## src/pkg/gdc_pkg.sv

```systemverilog
// package: register map, field layout and reset values of the gate driver config bank
// ----------------------------------------------------------------------------
// ----------------------------------------------------------------------------
package gdc_pkg;

  localparam int unsigned GDC_AW = 4;
  localparam int unsigned GDC_DW = 8;

  // ----------------------------------------------------------------------------
  // register addresses
  // ----------------------------------------------------------------------------
  localparam logic [GDC_AW-1:0] GDC_ADDR_OC_THR  = 4'ha;
  localparam logic [GDC_AW-1:0] GDC_ADDR_DIAG    = 4'hb;
  localparam logic [GDC_AW-1:0] GDC_ADDR_SUPPLY  = 4'hc;
  localparam logic [GDC_AW-1:0] GDC_ADDR_AMP     = 4'hd;

  // ----------------------------------------------------------------------------
  // reset values
  // ----------------------------------------------------------------------------
  localparam logic [GDC_DW-1:0] GDC_RST_OC_THR = 8'hdd;
  localparam logic [GDC_DW-1:0] GDC_RST_DIAG   = 8'h00;
  localparam logic [GDC_DW-1:0] GDC_RST_SUPPLY = 8'h14;
  localparam logic [GDC_DW-1:0] GDC_RST_AMP    = 8'h01;

  // ----------------------------------------------------------------------------
  // field layouts
  // ----------------------------------------------------------------------------
  typedef struct packed {
    logic [3:0] high_side_oc_threshold;
    logic [3:0] low_side_oc_threshold;
  } gdc_oc_thr_s;

  typedef struct packed {
    logic [2:0] reserved;
    logic       offline_diag_enable;
    logic       bridge1_pullup_source_en;
    logic       bridge1_pulldown_source_en;
    logic       bridge2_pullup_source_en;
    logic       bridge2_pulldown_source_en;
  } gdc_diag_s;

  typedef enum logic [1:0] {
    GDC_OV_LATCH   = 2'h0,
    GDC_OV_RECOVER = 2'h1,
    GDC_OV_WARN    = 2'h2,
    GDC_OV_OFF     = 2'h3
  } gdc_ov_resp_e;

  typedef struct packed {
    logic         supply_undervoltage_response;
    gdc_ov_resp_e supply_overvoltage_response;
    logic [1:0]   supply_overvoltage_deglitch;
    logic         supply_overvoltage_threshold;
    logic         pump_undervoltage_response;
    logic         pump_undervoltage_threshold;
  } gdc_supply_s;

  typedef struct packed {
    logic       amp_sample_hold_enable;
    logic       amp_blanking_source;
    logic [2:0] amp_blanking_time;
    logic       amp_reference_divider;
    logic [1:0] amp_gain_select;
  } gdc_amp_s;

  // host register port
  typedef struct packed {
    logic              wr_en;
    logic              rd_en;
    logic [GDC_AW-1:0] addr;
    logic [GDC_DW-1:0] wdata;
  } gdc_req_s;

  typedef struct packed {
    logic              rvalid;
    logic [GDC_DW-1:0] rdata;
  } gdc_rsp_s;

  // decoded settings for comparators and sources
  typedef struct packed {
    logic [3:0]   high_side_oc_threshold;
    logic [3:0]   low_side_oc_threshold;
    logic         realtime_vds_monitor;
    logic [3:0]   diag_source_on;
    logic         supply_uv_auto_recover;
    gdc_ov_resp_e supply_ov_response;
    logic [1:0]   supply_ov_deglitch;
    logic         supply_ov_high_threshold;
    logic         pump_uv_auto_recover;
    logic         pump_uv_high_threshold;
    gdc_amp_s     amp;
  } gdc_cfg_s;

  typedef struct packed {
    logic        rst_meta;
    logic        rst_sync;
    gdc_oc_thr_s oc_thr;
    gdc_diag_s   diag;
    gdc_supply_s supply;
    gdc_amp_s    amp;
    gdc_rsp_s    rsp;
    gdc_cfg_s    cfg;
  } gdc_state_s;

endpackage : gdc_pkg

```

## src/logic/gdc_regs.sv

```systemverilog
// module: gate driver monitor configuration register bank
`timescale 1ns/1ps
`default_nettype none

module gdc_regs
  import gdc_pkg::*;
(
  input  wire logic     sys_clk,
  input  wire logic     rst_n,
  input  wire logic     clk_en,
  input  wire gdc_req_s req,
  output var  gdc_rsp_s rsp,
  output var  gdc_cfg_s cfg
);

  // ----------------------------------------------------------------------------
  // reset release through two flip-flops
  // ----------------------------------------------------------------------------
  logic rst_meta_q;
  logic rst_sync_n;

  always_ff @(posedge sys_clk or negedge rst_n) begin
    if (!rst_n) begin
      rst_meta_q <= 1'b0;
      rst_sync_n <= 1'b0;
    end else begin
      rst_meta_q <= 1'b1;
      rst_sync_n <= rst_meta_q;
    end
  end

  // ----------------------------------------------------------------------------
  // state
  // ----------------------------------------------------------------------------
  gdc_oc_thr_s oc_q,  oc_d;
  gdc_diag_s   dg_q,  dg_d;
  gdc_supply_s sp_q,  sp_d;
  gdc_amp_s    am_q,  am_d;
  gdc_rsp_s    rsp_q, rsp_d;
  gdc_cfg_s    cfg_q, cfg_d;

  localparam gdc_oc_thr_s RST_OC = gdc_oc_thr_s'(GDC_RST_OC_THR);
  localparam gdc_supply_s RST_SP = gdc_supply_s'(GDC_RST_SUPPLY);

  always_comb begin
    oc_d  = oc_q;
    dg_d  = dg_q;
    sp_d  = sp_q;
    am_d  = am_q;
    rsp_d = '0;
    if (req.wr_en) begin
      unique case (req.addr)
        GDC_ADDR_OC_THR: oc_d = gdc_oc_thr_s'(req.wdata);
        GDC_ADDR_DIAG:   dg_d = gdc_diag_s'(req.wdata);
        GDC_ADDR_SUPPLY: sp_d = gdc_supply_s'(req.wdata);
        GDC_ADDR_AMP:    am_d = gdc_amp_s'(req.wdata);
        default: ;
      endcase
    end
    if (req.rd_en) begin
      rsp_d.rvalid = 1'b1;
      unique case (req.addr)
        GDC_ADDR_OC_THR: rsp_d.rdata = oc_q;
        GDC_ADDR_DIAG:   rsp_d.rdata = dg_q;
        GDC_ADDR_SUPPLY: rsp_d.rdata = sp_q;
        GDC_ADDR_AMP:    rsp_d.rdata = am_q;
        default:         rsp_d.rdata = '0;
      endcase
    end
    // decoded outputs follow the stored fields of the next cycle
    cfg_d.high_side_oc_threshold   = oc_d.high_side_oc_threshold;
    cfg_d.low_side_oc_threshold    = oc_d.low_side_oc_threshold;
    cfg_d.realtime_vds_monitor     = dg_d.offline_diag_enable;
    cfg_d.diag_source_on[3] = dg_d.offline_diag_enable & dg_d.bridge1_pullup_source_en;
    cfg_d.diag_source_on[2] = dg_d.offline_diag_enable & dg_d.bridge1_pulldown_source_en;
    cfg_d.diag_source_on[1] = dg_d.offline_diag_enable & dg_d.bridge2_pullup_source_en;
    cfg_d.diag_source_on[0] = dg_d.offline_diag_enable & dg_d.bridge2_pulldown_source_en;
    cfg_d.supply_uv_auto_recover   = sp_d.supply_undervoltage_response;
    cfg_d.supply_ov_response       = sp_d.supply_overvoltage_response;
    cfg_d.supply_ov_deglitch       = sp_d.supply_overvoltage_deglitch;
    cfg_d.supply_ov_high_threshold = sp_d.supply_overvoltage_threshold;
    cfg_d.pump_uv_auto_recover     = sp_d.pump_undervoltage_response;
    cfg_d.pump_uv_high_threshold   = sp_d.pump_undervoltage_threshold;
    cfg_d.amp                      = am_d;
  end

  always_ff @(posedge sys_clk or negedge rst_sync_n) begin
    if (!rst_sync_n) begin
      oc_q  <= gdc_oc_thr_s'(GDC_RST_OC_THR);
      dg_q  <= gdc_diag_s'(GDC_RST_DIAG);
      sp_q  <= gdc_supply_s'(GDC_RST_SUPPLY);
      am_q  <= gdc_amp_s'(GDC_RST_AMP);
      rsp_q <= '0;
      cfg_q <= '{high_side_oc_threshold:   RST_OC.high_side_oc_threshold,
                 low_side_oc_threshold:    RST_OC.low_side_oc_threshold,
                 supply_uv_auto_recover:   RST_SP.supply_undervoltage_response,
                 supply_ov_response:       RST_SP.supply_overvoltage_response,
                 supply_ov_deglitch:       RST_SP.supply_overvoltage_deglitch,
                 supply_ov_high_threshold: RST_SP.supply_overvoltage_threshold,
                 pump_uv_auto_recover:     RST_SP.pump_undervoltage_response,
                 pump_uv_high_threshold:   RST_SP.pump_undervoltage_threshold,
                 amp:                      gdc_amp_s'(GDC_RST_AMP),
                 default:                  '0};
    end else if (clk_en) begin
      oc_q  <= oc_d;
      dg_q  <= dg_d;
      sp_q  <= sp_d;
      am_q  <= am_d;
      rsp_q <= rsp_d;
      cfg_q <= cfg_d;
    end
  end

  assign rsp = rsp_q;
  assign cfg = cfg_q;

endmodule : gdc_regs

`default_nettype wire

```

## config.mk

```make
export PLATFORM = sky130hd
export DESIGN_NAME = gdc_regs
export DESIGN_NICKNAME = d
export VERILOG_FILES = /design/src/pkg/gdc_pkg.sv /design/src/logic/gdc_regs.sv
export SDC_FILE = /design/constraint.sdc
export NUM_CORES = 1
export LEC_CHECK = 0
export BUFFER_PORTS_ARGS = -buffer_cell sky130_fd_sc_hd__buf_4
export CAP_MARGIN = 20
export CORE_MARGIN = 10
export CORE_UTILIZATION = 50
export CTS_BUF_LIST = sky130_fd_sc_hd__clkbuf_16
export CTS_CLUSTER_SIZE = 24
export DETAILED_ROUTE_END_ITERATION = 16
export PLACE_DENSITY = 0.81
export SYNTH_ARGS = -nofsm -noshare
export SYNTH_HDL_FRONTEND = slang
export SYNTH_SLANG_ARGS = --single-unit
```

## constraint.sdc

```tcl
create_clock -name sys_clk -period 1.8 [get_ports sys_clk]
set_clock_uncertainty 0.1 [all_clocks]
set_input_delay 0.09 -clock sys_clk [delete_from_list [all_inputs] [get_ports sys_clk]]
set_output_delay 0.09 -clock sys_clk [all_outputs]
set_load 0.01 [all_outputs]
```

==> results of run 1 <==
power groups by stage:
stage	Combinational [mW]	Sequential [mW]	Clock, mW
CTS	0.601	1.38	0.885
floorplan	0.219	1.43	0
global placement	0.560	1.38	0
detailed placement	0.582	1.39	0
finish	0.590	1.38	0.871
global route	0.637	1.40	0.935
final cells by class:
type,instances,area [um2],share of cell area
Inverter,1,3.754,0.001390
Sequential cell,47,1189,0.4400
Multi-Input combinational cell,87,779.5,0.2886
Clock buffer,5,125.1,0.04632
Timing Repair Buffer,67,525.5,0.1945
Tap cell,50,62.56,0.02316
Clock inverter,3,16.27,0.006021
stage by stage:
stage / hold WS (ns) / power, mW / instances / setup WS [ns] / instance area [um2]
final: 0.01198 / 2.841 / 260 / 0.4809 / 2701
after global routing: 0.02130 / 2.972 / 260 / 0.4042 / 2701
after CTS: 0.004043 / 2.863 / 260 / 0.4931 / 2701
after detailed placement: -0.2268 / 1.976 / 243 / 0.2200 / 2470
after global placement: -0.2275 / 1.943 / 243 / 0.2881 / 2470
after floorplan: -0.3056 / 1.648 / 145 / 0.3107 / 2032
state kept, by name, summed over array words and instances (netlist names):
name        count
dg_q            7
rsp             9
cfg            27
rst_sync_n      1
am_q            2
rst_meta_q      1
cells in the mapped netlist (2+ instances only):
| master | count |
|---|---|
| sky130_fd_sc_hd__mux2_2 | 33 |
| sky130_fd_sc_hd__and3_1 | 5 |
| sky130_fd_sc_hd__nor2b_1 | 2 |
| sky130_fd_sc_hd__nand2_1 | 3 |
| sky130_fd_sc_hd__o22ai_1 | 8 |
| sky130_fd_sc_hd__dfrtp_1 | 38 |
| sky130_fd_sc_hd__a22o_1 | 8 |
| sky130_fd_sc_hd__buf_4 | 3 |
| sky130_fd_sc_hd__clkbuf_1 | 2 |
| sky130_fd_sc_hd__a22oi_1 | 16 |
| sky130_fd_sc_hd__buf_2 | 4 |
| sky130_fd_sc_hd__a221o_1 | 4 |
| sky130_fd_sc_hd__and3_4 | 2 |
| sky130_fd_sc_hd__dfstp_2 | 9 |
critical path: cells and delay by family, from the launching register on:
kind	cells	cell delay, ns
flops	1	0.41
simple gates	1	0.08
compound gates	2	0.66
routing by layer:
| metal | routed length (um) | GRT usage | up-vias |
|---|---|---|---|
| met5 | 0 | 0 | - |
| li1 | - | - | 683 |
| met2 | 2828 | 0.2509 | 53 |
| met4 | 95 | 0.05175 | 0 |
| met3 | 327 | 0.05664 | 8 |
| met1 | 2128 | 0.1731 | 778 |
how the worst min path moves through the flow:
stage,slack (ns),from,end
final,0.01,clk_en,rsp[8]
after global routing,0.02,req[4],cfg[25]
after CTS,0.004,req[4],cfg[4]
after detailed placement,-0.23,rst_n,rst_meta_q
after global placement,-0.23,rst_n,rst_meta_q
after floorplan,-0.31,rst_n,rst_meta_q
logic make-up after synthesis:
family	after synthesis	share of synthesized area
flops	47	0.5844
simple gates	15	0.05111
compound gates	38	0.1478
mux	33	0.1829
buf+inv	11	0.03202
other cells	1	0.001846
==> flow_summary_export.csv, run 1 <==
group,metric,value,unit
synth,synth.yosys.warnings,0,
synth,syn_nets,162,
synth,synth_top_area_share,0.4680,
synth,asyncSetResetFlopFracSynth,1.000,
placement,post-dp-hpwl,3985,um
synth,synth_ff_type,"sky130_fd_sc_hd__dfrtp_1",
hold_path,min-delay-path-class,"primary input to register",
drt,ant_nets,0,
cts,cts_repair_resize_count,0,
worst_setup_path,path_cells,"nand2_1, a41oi_1, a221o_1",
pwr,power_report.internal_total,2.087,mW
pwr,total_leakage_power,1.273,nW
worst_setup_path,crit_path_max_incr_delay,0.43,ns
cts,postCtsSetupBuffers,0,
die,io-pin-count,55,
drt,drt_drc_violations_left,0,
pwr,power_density,1052,nW/um2
cts,clockBufferDepth,2,
synth,post-synth-top-area-cell,"sky130_fd_sc_hd__dfrtp_1",
die,fp.dieArea,7014,um2
cts,cts.sink_count,47,
sta,setup-tns-final,0,ns
synth,synth.avg_cell_area,14.01,um2
finish,layout_common_cells,"58 x sky130_fd_sc_hd__buf_4, 37 x sky130_fd_sc_hd__dfrtp_1, 33 x sky130_fd_sc_hd__mux2_2",
finish,drive_gt1_frac,0.5286,
finish,area_delta_synth_final,32.94,%
placement,gp_routability_congestion,0.8519,
job,maxCapViolCount,0,
synth,synth.lib_cells_used.distinct,22,
global_route,largest_net_degree_at_the_start_of_global_routing,18,
cts,numCtsBuffers,5,
sta,fin_crit,1.319,ns
cts,clk-insertion-delay-late,0.28,ns
die,die_y,83.75,um
die,placeable_core_area,3971,um2
finish,insertedDiodeCount,0,
sta,finalSetupViolCount,0,
synth,synth_sequential_area_ratio,0.5844,
cts,cts_root_buf,"sky130_fd_sc_hd__clkbuf_16",
pwr,power.switching_fraction,0.2654,
finish,design.final.nets,226,
pwr,p_comb_frac,0.208,
pwr,power.net_switching,754.0,uW
synth,yosys_register_bits,47,
sta,grt_setup_unrepaired,"no",
cts,tritoncts,"yes",
worst_setup_path,crit_slowest_cell,"sky130_fd_sc_hd__a41oi_1",
worst_setup_path,timing.rr.start,"cfg[20]",
drt,dr.first_iter.drc_count,160,
sta,tightest_slew,0.5222,ns
cts,number_of_levels_in_the_clock_h_tree,2,
worst_setup_path,reg2reg_to,"cfg[17]",
status,status,"complete, no violations",
global_route,grt_pass1_vias,1617,
synth,yosys-top-cells-area,"sky130_fd_sc_hd__dfrtp_1 47%, sky130_fd_sc_hd__mux2_2 18%, sky130_fd_sc_hd__dfstp_2 12%, sky130_fd_sc_hd__a22oi_1 5.9%, sky130_fd_sc_hd__a22o_1 3.4%",
cts,ctsHoldBuffers,9,
sta,slew_headroom,0.6473,
worst_setup_path,rrSetupSlack,0.48,ns
global_route,grt_first_pass_wirelength,8666,um
synth,syn-cell-area,2032,um2
sta,final.period_utilization,0.7328,
sta,slew_viol_final,0,
hold_path,worstHoldPathCells,2,
drt,detailroute.via_count,1522,
cts,clk_transition_reported_paths,0.06,ns
synth,synth_edf_count,0,
worst_setup_path,worstPathMaxFanout,4,
worst_setup_path,crit_start,"cfg[20]",
worst_setup_path,timing.setup.critical_path_class,"register to register",
global_route,number_of_antenna_violations_at_the_first_check_in_global_routing,0,
placement,portBuffers,54,
sta,finalHoldViolations,0,
synth,syn-instance-count,145,
pwr,power_frac_clock,0.307,
drt,totalWireLength,5379,um
worst_setup_path,worst_ep_required_time,1.92,ns
finish,fillerInstances,280,
worst_setup_path,worst_setup_path_end_kind,"register",
pwr,ir_worst_vdd,0.7610,mV
finish,leading_cell_type_in_the_layout_fill_and_taps_excluded,"sky130_fd_sc_hd__buf_4",
worst_setup_path,arrival,1.44,ns
pwr,power_frac_seq,0.486,
worst_setup_path,r2r.worst_path.cells,3,
finish,final_util,0.6802,
worst_setup_path,start_kind,"register",
die,fp-row-count,23,
sta,fmax,758.1,MHz
drt,number_of_detailed_routing_iterations_run_before_antenna_repair,4,
global_route,globalRouteTotalUtil,0.1509,
drt,drt-vias-per-instance,5.854,
die,die_width,83.75,um
worst_setup_path,worst_setup_path_endpoint,"cfg[17]",
die,start_util,0.5117,
drt,avgRoutedWirePerCell,20.69,um
global_route,grt-ovfl-total,0,
No activity file was read; power rests on OpenSTA's default activity.
==> inputs of run 2 (changes only) <==
- ABC_AREA: unset -> 1
- CORE_UTILIZATION: 50 -> 47
- PLACE_DENSITY: 0.81 -> 0.79
- clock period: 1.8 -> 1.1 ns (I/O delays scaled with it)
==> flow_summary_export.csv, run 2 <==
group,metric,value,unit
placement,post-dp-hpwl,4564,um
worst_setup_path,crit_slowest_cell,"sky130_fd_sc_hd__dfstp_2",
synth,dominant_combinational_cell_family_by_area_after_synthesis,"simple AND/OR/NAND/NOR gates",
synth,synth_ff_type,"sky130_fd_sc_hd__dfrtp_1",
sta,finalSetupViolCount,6,
status,failed_checks,"negative hold slack, negative setup slack",
finish,number_of_flip_flops_under_the_largest_register_name,27,
cts,cts.sink_count,47,
synth,synth.avg_cell_area,8.500,um2
cts,cts_root_buf,"sky130_fd_sc_hd__clkbuf_16",
sta,fmax,888.0,MHz
global_route,number_of_antenna_violations_at_the_first_check_in_global_routing,0,
drt,avgRoutedWirePerCell,16.54,um
synth,synth_edf_count,0,
synth,synth_top_area_share,0.4353,
finish,design.final.nets,357,
synth,synth_xor_xnor_area_share,0,
job,maxCapViolCount,0,
worst_setup_path,worst_ep_required_time,1.23,ns
die,fp-row-count,24,
status,status,"finished, violations left",
finish,final_util,0.7154,
placement,portBuffers,54,
synth,yosys-top-cells-area,"sky130_fd_sc_hd__dfrtp_1 44%, sky130_fd_sc_hd__nand2_1 17%, sky130_fd_sc_hd__dfstp_2 11%, sky130_fd_sc_hd__nand3_1 8.5%, sky130_fd_sc_hd__o21ai_1 7.3%",
sta,finalHoldViolations,1,
worst_setup_path,crit_path_max_incr_delay,0.57,ns
sta,grt_setup_unrepaired,"yes",
synth,compound_gate_fraction_of_synth_area,0.1054,
die,fp.dieArea,7775,um2
finish,fillerInstances,344,
placement,gp_routability_congestion,0.8768,
sta,slew_viol_final,0,
synth,muxShareOfSynthArea,0,
finish,insertedDiodeCount,0,
finish,sequential_cell_area,1189,um2
worst_setup_path,worstPathMaxFanout,2,
synth,netlist_top_cells_count,"97 x sky130_fd_sc_hd__nand2_1, 38 x sky130_fd_sc_hd__dfrtp_1, 37 x sky130_fd_sc_hd__nand3_1",
drt,drt_drc_violations_left,0,
synth,synth_simple_gate_area_frac,0.2973,
worst_setup_path,path_cells,"buf_6, nand3_2, nand2_2, o21ai_1, nand2_1",
sta,setup-tns-final,-0.07227,ns
synth,syn-cell-area,2185,um2
worst_setup_path,crit_family,"flip-flops",
global_route,grt-ovfl-total,0,
die,die_y,88.18,um
worst_setup_path,r2r.worst_path.cells,5,
global_route,globalRouteTotalUtil,0.1701,
synth,yosys_register_bits,47,
sta,finalWorstSetupSlack,-0.02611,ns
cts,tritoncts,"yes",
cts,numCtsBuffers,5,
cts,clk-insertion-delay-late,0.29,ns
synth,synth.yosys.warnings,0,
worst_setup_path,worst-path-buf-inv,1,
synth,synth_sequential_area_ratio,0.5435,
synth,synth.lib_cells_used.distinct,19,
synth,post-synth-top-area-cell,"sky130_fd_sc_hd__dfrtp_1",
drt,drt-vias-per-instance,5.270,
finish,layout_common_cells,"93 x sky130_fd_sc_hd__nand2_1, 60 x sky130_fd_sc_hd__buf_4, 37 x sky130_fd_sc_hd__dfrtp_1",
sta,whs,-0.07286,ns
global_route,largest_net_degree_at_the_start_of_global_routing,46,
global_route,grt_pass1_vias,2050,
synth,syn-instance-count,257,
pwr,ir_worst_vdd,1.078,mV
hold_path,worstHoldPathCells,3,
worst_setup_path,timing.setup.critical_path_class,"register to register",
die,placeable_core_area,4414,um2
placement,place_ws,-0.02586,ns
global_route,grt_first_pass_wirelength,10340,um
synth,post-synth-top-count-cell,"sky130_fd_sc_hd__nand2_1",
finish,multiInputGateArea,920.9,um2
worst_setup_path,start_kind,"register",
synth,post_synth_fa_ha_maj_area_fraction,0,
die,start_util,0.4949,
worst_setup_path,critical_path_depth,5,
synth,syn_nets,274,
drt,detailroute.via_count,2071,
worst_setup_path,worst_setup_path_end_kind,"register",
drt,ant_nets,0,
die,io-pin-count,55,
finish,drive_gt1_frac,0.3754,
worst_setup_path,arrival,1.25,ns
cts,clk_transition_reported_paths,0.06,ns
drt,dr.first_iter.drc_count,223,
hold_path,min-delay-path-class,"primary input to register",
pwr,total_leakage_power,1.661,nW
finish,area_delta_synth_final,44.56,%
cts,clockBufferDepth,2,
sta,fin_crit,1.126,ns
sta,final.period_utilization,1.024,
finish,leading_cell_type_in_the_layout_fill_and_taps_excluded,"sky130_fd_sc_hd__nand2_1",
die,die_width,88.18,um
cts,number_of_levels_in_the_clock_h_tree,2,
pwr,power_density,1620,nW/um2
synth,asyncSetResetFlopFracSynth,1.000,
cts,ctsHoldBuffers,7,
drt,totalWireLength,6501,um
drt,number_of_detailed_routing_iterations_run_before_antenna_repair,6,
==> run 2: cell types whose count changed after synthesis, moves of 3 or more <==
cell                      delta
sky130_fd_sc_hd__a221o_1     -4
sky130_fd_sc_hd__a22o_1      -8
sky130_fd_sc_hd__a22oi_1    -16
sky130_fd_sc_hd__and3_1      -5
sky130_fd_sc_hd__inv_1      +10
sky130_fd_sc_hd__inv_2       +6
sky130_fd_sc_hd__mux2_2     -33
sky130_fd_sc_hd__nand2_1    +94
sky130_fd_sc_hd__nand3_1    +37
sky130_fd_sc_hd__nand3_2     +3
sky130_fd_sc_hd__o21ai_1    +32
sky130_fd_sc_hd__o21ai_2     +7
sky130_fd_sc_hd__o22ai_1     -8
==> run 2: routing by layer <==
layer / up-vias / GRT usage / part of all wire
met5: - / 0 / 0
met4: 0 / 0.07275 / 0.016
met3: 8 / 0.04457 / 0.074
met2: 78 / 0.2869 / 0.51
met1: 978 / 0.1990 / 0.40
li1: 1007 / - / -
==> run 2: cell type report <==
class / instances / share of cell area
timing repair buffer: 84 / 0.2393
inverter: 17 / 0.02021
clock buffer: 5 / 0.03962
multi-input combinational: 185 / 0.2916
tap: 52 / 0.02060
sequential: 47 / 0.3764
clock inverter: 3 / 0.01228
==> run 2: cell families after synthesis <==
group	Yosys count
AOI/OAI and AO/OA	40
buffers and inverters	25
DFF	47
other	1
and+or+nand+nor	144
==> run 2: what timing repair did <==
| action | 4_1_cts | 5_1_grt |
|---|---|---|
| gates resized for setup | 7 | 15 |
| setup buffers | 7 | 1 |
| pin swaps | 0 | 9 |
| endpoints found under the setup margin | 9 | 17 |
| hold endpoints to repair | 15 | 1 |
==> run 2: worst register-to-register path, stage by stage, from the launching register on <==
cell and delay [ns]:
sky130_fd_sc_hd__dfstp_2 0.57, sky130_fd_sc_hd__buf_6 0.12, sky130_fd_sc_hd__nand3_2 0.08, sky130_fd_sc_hd__nand2_2 0.09, sky130_fd_sc_hd__o21ai_1 0.06, sky130_fd_sc_hd__nand2_1 0.07
==> run 2: worst paths after layout <==
check	start	end	slack, ns
max	cfg[25]	rsp[4]	-0.03
min	clk_en	rsp[8]	-0.07
max reg2reg	cfg[25]	rsp[4]	-0.03
min reg2reg	rst_sync_n	dg_q[1]	0.13
max in group asynchronous	rst_n	rst_sync_n	0.25
min in group asynchronous	rst_sync_n	dg_q[1]	0.13
==> run 2: power breakdown <==
| part | total, mW | internal (mW) | switching [mW] |
|---|---|---|---|
| Clock | 1.71 | 1.06 | 0.645 |
| Sequential | 2.25 | 2.02 | 0.225 |
| Combinational | 1.16 | 0.602 | 0.561 |
==> run 2: per-stage QoR <==
step,cell area (um2),hold slack [ns],power (mW),cells
after floorplan,2186,-0.3406,2.683,257
after global placement,2781,-0.2616,3.212,370
after detailed placement,2781,-0.2610,3.247,370
after CTS,3094,-0.04513,5.077,392
after global routing,3158,-0.05671,5.338,393
final,3158,-0.07286,5.115,393
==> inputs of run 3 (changes only) <==
- CORE_UTILIZATION: 47 -> 40
- PLACE_DENSITY: 0.79 -> 0.67
- clock period: 1.1 -> 1.43 ns (I/O delays scaled with it)
==> flow_summary_export.csv, run 3 (synthesized netlist as in run 2, its figures left out) <==
group,metric,value,unit
status,status,"finished, violations left",
status,failed_checks,"negative hold slack",
drt,drt-vias-per-instance,4.777,
job,maxCapViolCount,0,
cts,postCtsSetupBuffers,0,
drt,avgRoutedWirePerCell,14.46,um
global_route,largest_net_degree_at_the_start_of_global_routing,46,
global_route,grt-ovfl-total,0,
pwr,ir_worst_vdd,0.6470,mV
worst_setup_path,worstPathMaxFanout,2,
worst_setup_path,worst_ep_required_time,1.51,ns
sta,fmax,735.9,MHz
finish,drive_gt1_frac,0.3125,
finish,layout_common_cells,"97 x sky130_fd_sc_hd__nand2_1, 58 x sky130_fd_sc_hd__buf_4, 37 x sky130_fd_sc_hd__nand3_1, 37 x sky130_fd_sc_hd__dfrtp_1, 32 x sky130_fd_sc_hd__o21ai_1",
finish,design.final.nets,336,
global_route,number_of_antenna_violations_at_the_first_check_in_global_routing,0,
worst_setup_path,arrival,1.43,ns
global_route,grt_first_pass_wirelength,9584,um
pwr,power_density,1287,nW/um2
sta,setup-tns-final,0,ns
cts,numCtsBuffers,5,
sta,slew_viol_final,0,
die,die_y,93.90,um
drt,ant_nets,0,
sta,finalHoldViolations,1,
finish,final_design_area_no_fill,2883,um2
finish,leading_cell_type_in_the_layout_fill_and_taps_excluded,"sky130_fd_sc_hd__nand2_1",
cts,cts.sink_count,47,
sta,finalSetupViolCount,0,
sta,whs,-0.004726,ns
drt,drt_drc_violations_left,0,
die,placeable_core_area,5205,um2
cts,clockBufferDepth,2,
cts,clk-insertion-delay-late,0.28,ns
worst_setup_path,start_kind,"primary input",
cts,tritoncts,"yes",
sta,final.period_utilization,0.9502,
sta,finalWorstSetupSlack,0.07116,ns
placement,placed_area,2679,um2
drt,totalWireLength,5640,um
worst_setup_path,rrSetupSlack,0.36,ns
drt,dr.first_iter.drc_count,117,
pwr,design_power_total,3.711,mW
die,fp-row-count,26,
die,die_width,93.90,um
sta,grt_setup_unrepaired,"no",
finish,fillerInstances,511,
cts,cts_repair_resize_count,0,
drt,detailroute.via_count,1863,
placement,post-dp-hpwl,4345,um
cts,clk_transition_reported_paths,0.06,ns
finish,insertedDiodeCount,0,
pwr,total_leakage_power,1.522,nW
finish,number_of_flip_flops_under_the_largest_register_name,27,
placement,portBuffers,54,
die,io-pin-count,55,
finish,area_delta_synth_final,31.96,%
hold_path,min-delay-path-class,"primary input to register",
cts,ctsHoldBuffers,4,
drt,number_of_detailed_routing_iterations_run_before_antenna_repair,4,
global_route,globalRouteTotalUtil,0.1370,
placement,gp_routability_congestion,0.8713,
global_route,grt_pass1_vias,1934,
worst_setup_path,worst_setup_path_end_kind,"register",
worst_setup_path,timing.setup.critical_path_class,"primary input to register",
sta,fin_crit,1.359,ns
die,fp.dieArea,8817,um2
placement,place_ws,0.06104,ns
die,start_util,0.4197,
cts,number_of_levels_in_the_clock_h_tree,2,
cts,cts_root_buf,"sky130_fd_sc_hd__clkbuf_16",
==> run 3: layer usage <==
metal  track usage  wire [um]
met1        0.1699       2460
met3       0.03837        343
met2        0.2172       2733
met4       0.05949        103
met5             0          0
==> run 3: area by class of cell <==
type	count	area [um2]	area share
flip-flops and latches	47	1189	0.4123
clock buffers	5	125.1	0.04340
multi-input cells	185	883.3	0.3064
clock inverters	3	38.79	0.01345
well taps	70	87.58	0.03038
inverters	17	63.81	0.02214
repair buffers	63	495.5	0.1719
==> run 3: critical path, cell delays in order <==
cell,delay (ns)
sky130_fd_sc_hd__dlygate4sd3_1,0.53
sky130_fd_sc_hd__buf_4,0.13
sky130_fd_sc_hd__nand2_1,0.09
sky130_fd_sc_hd__dlygate4sd3_1,0.56
sky130_fd_sc_hd__nand2_1,0.05
==> run 3: final timing paths <==
check                              to       start  depth (start not counted)
setup / recovery               rsp[8]     req[12]                          5
hold / removal                dg_q[5]      req[5]                          3
setup reg to reg               rsp[7]     cfg[28]                          4
hold reg to reg               dg_q[3]  rst_sync_n                          1
max in group asynchronous  rst_sync_n       rst_n                          3
min in group asynchronous     dg_q[3]  rst_sync_n                          1
==> run 3: metrics by stage <==
stage | hold slack (ns) | util | std cells
global route | 0.02067 | 0.5538 | 390
detailed placement | -0.2448 | 0.5147 | 378
CTS | 0.002492 | 0.5538 | 390
global placement | -0.2450 | 0.5147 | 378
finish | -0.004726 | 0.5538 | 390
floorplan | -0.3241 | - | 257
==> run 3: power by group <==
group          leakage, nW  total (mW)  internal (mW)  switching [mW]
clock network       0.0812        1.28          0.814           0.466
registers            0.594        1.72           1.55           0.163
logic                0.848       0.713          0.343           0.370
total                 1.52        3.71           2.71           0.999
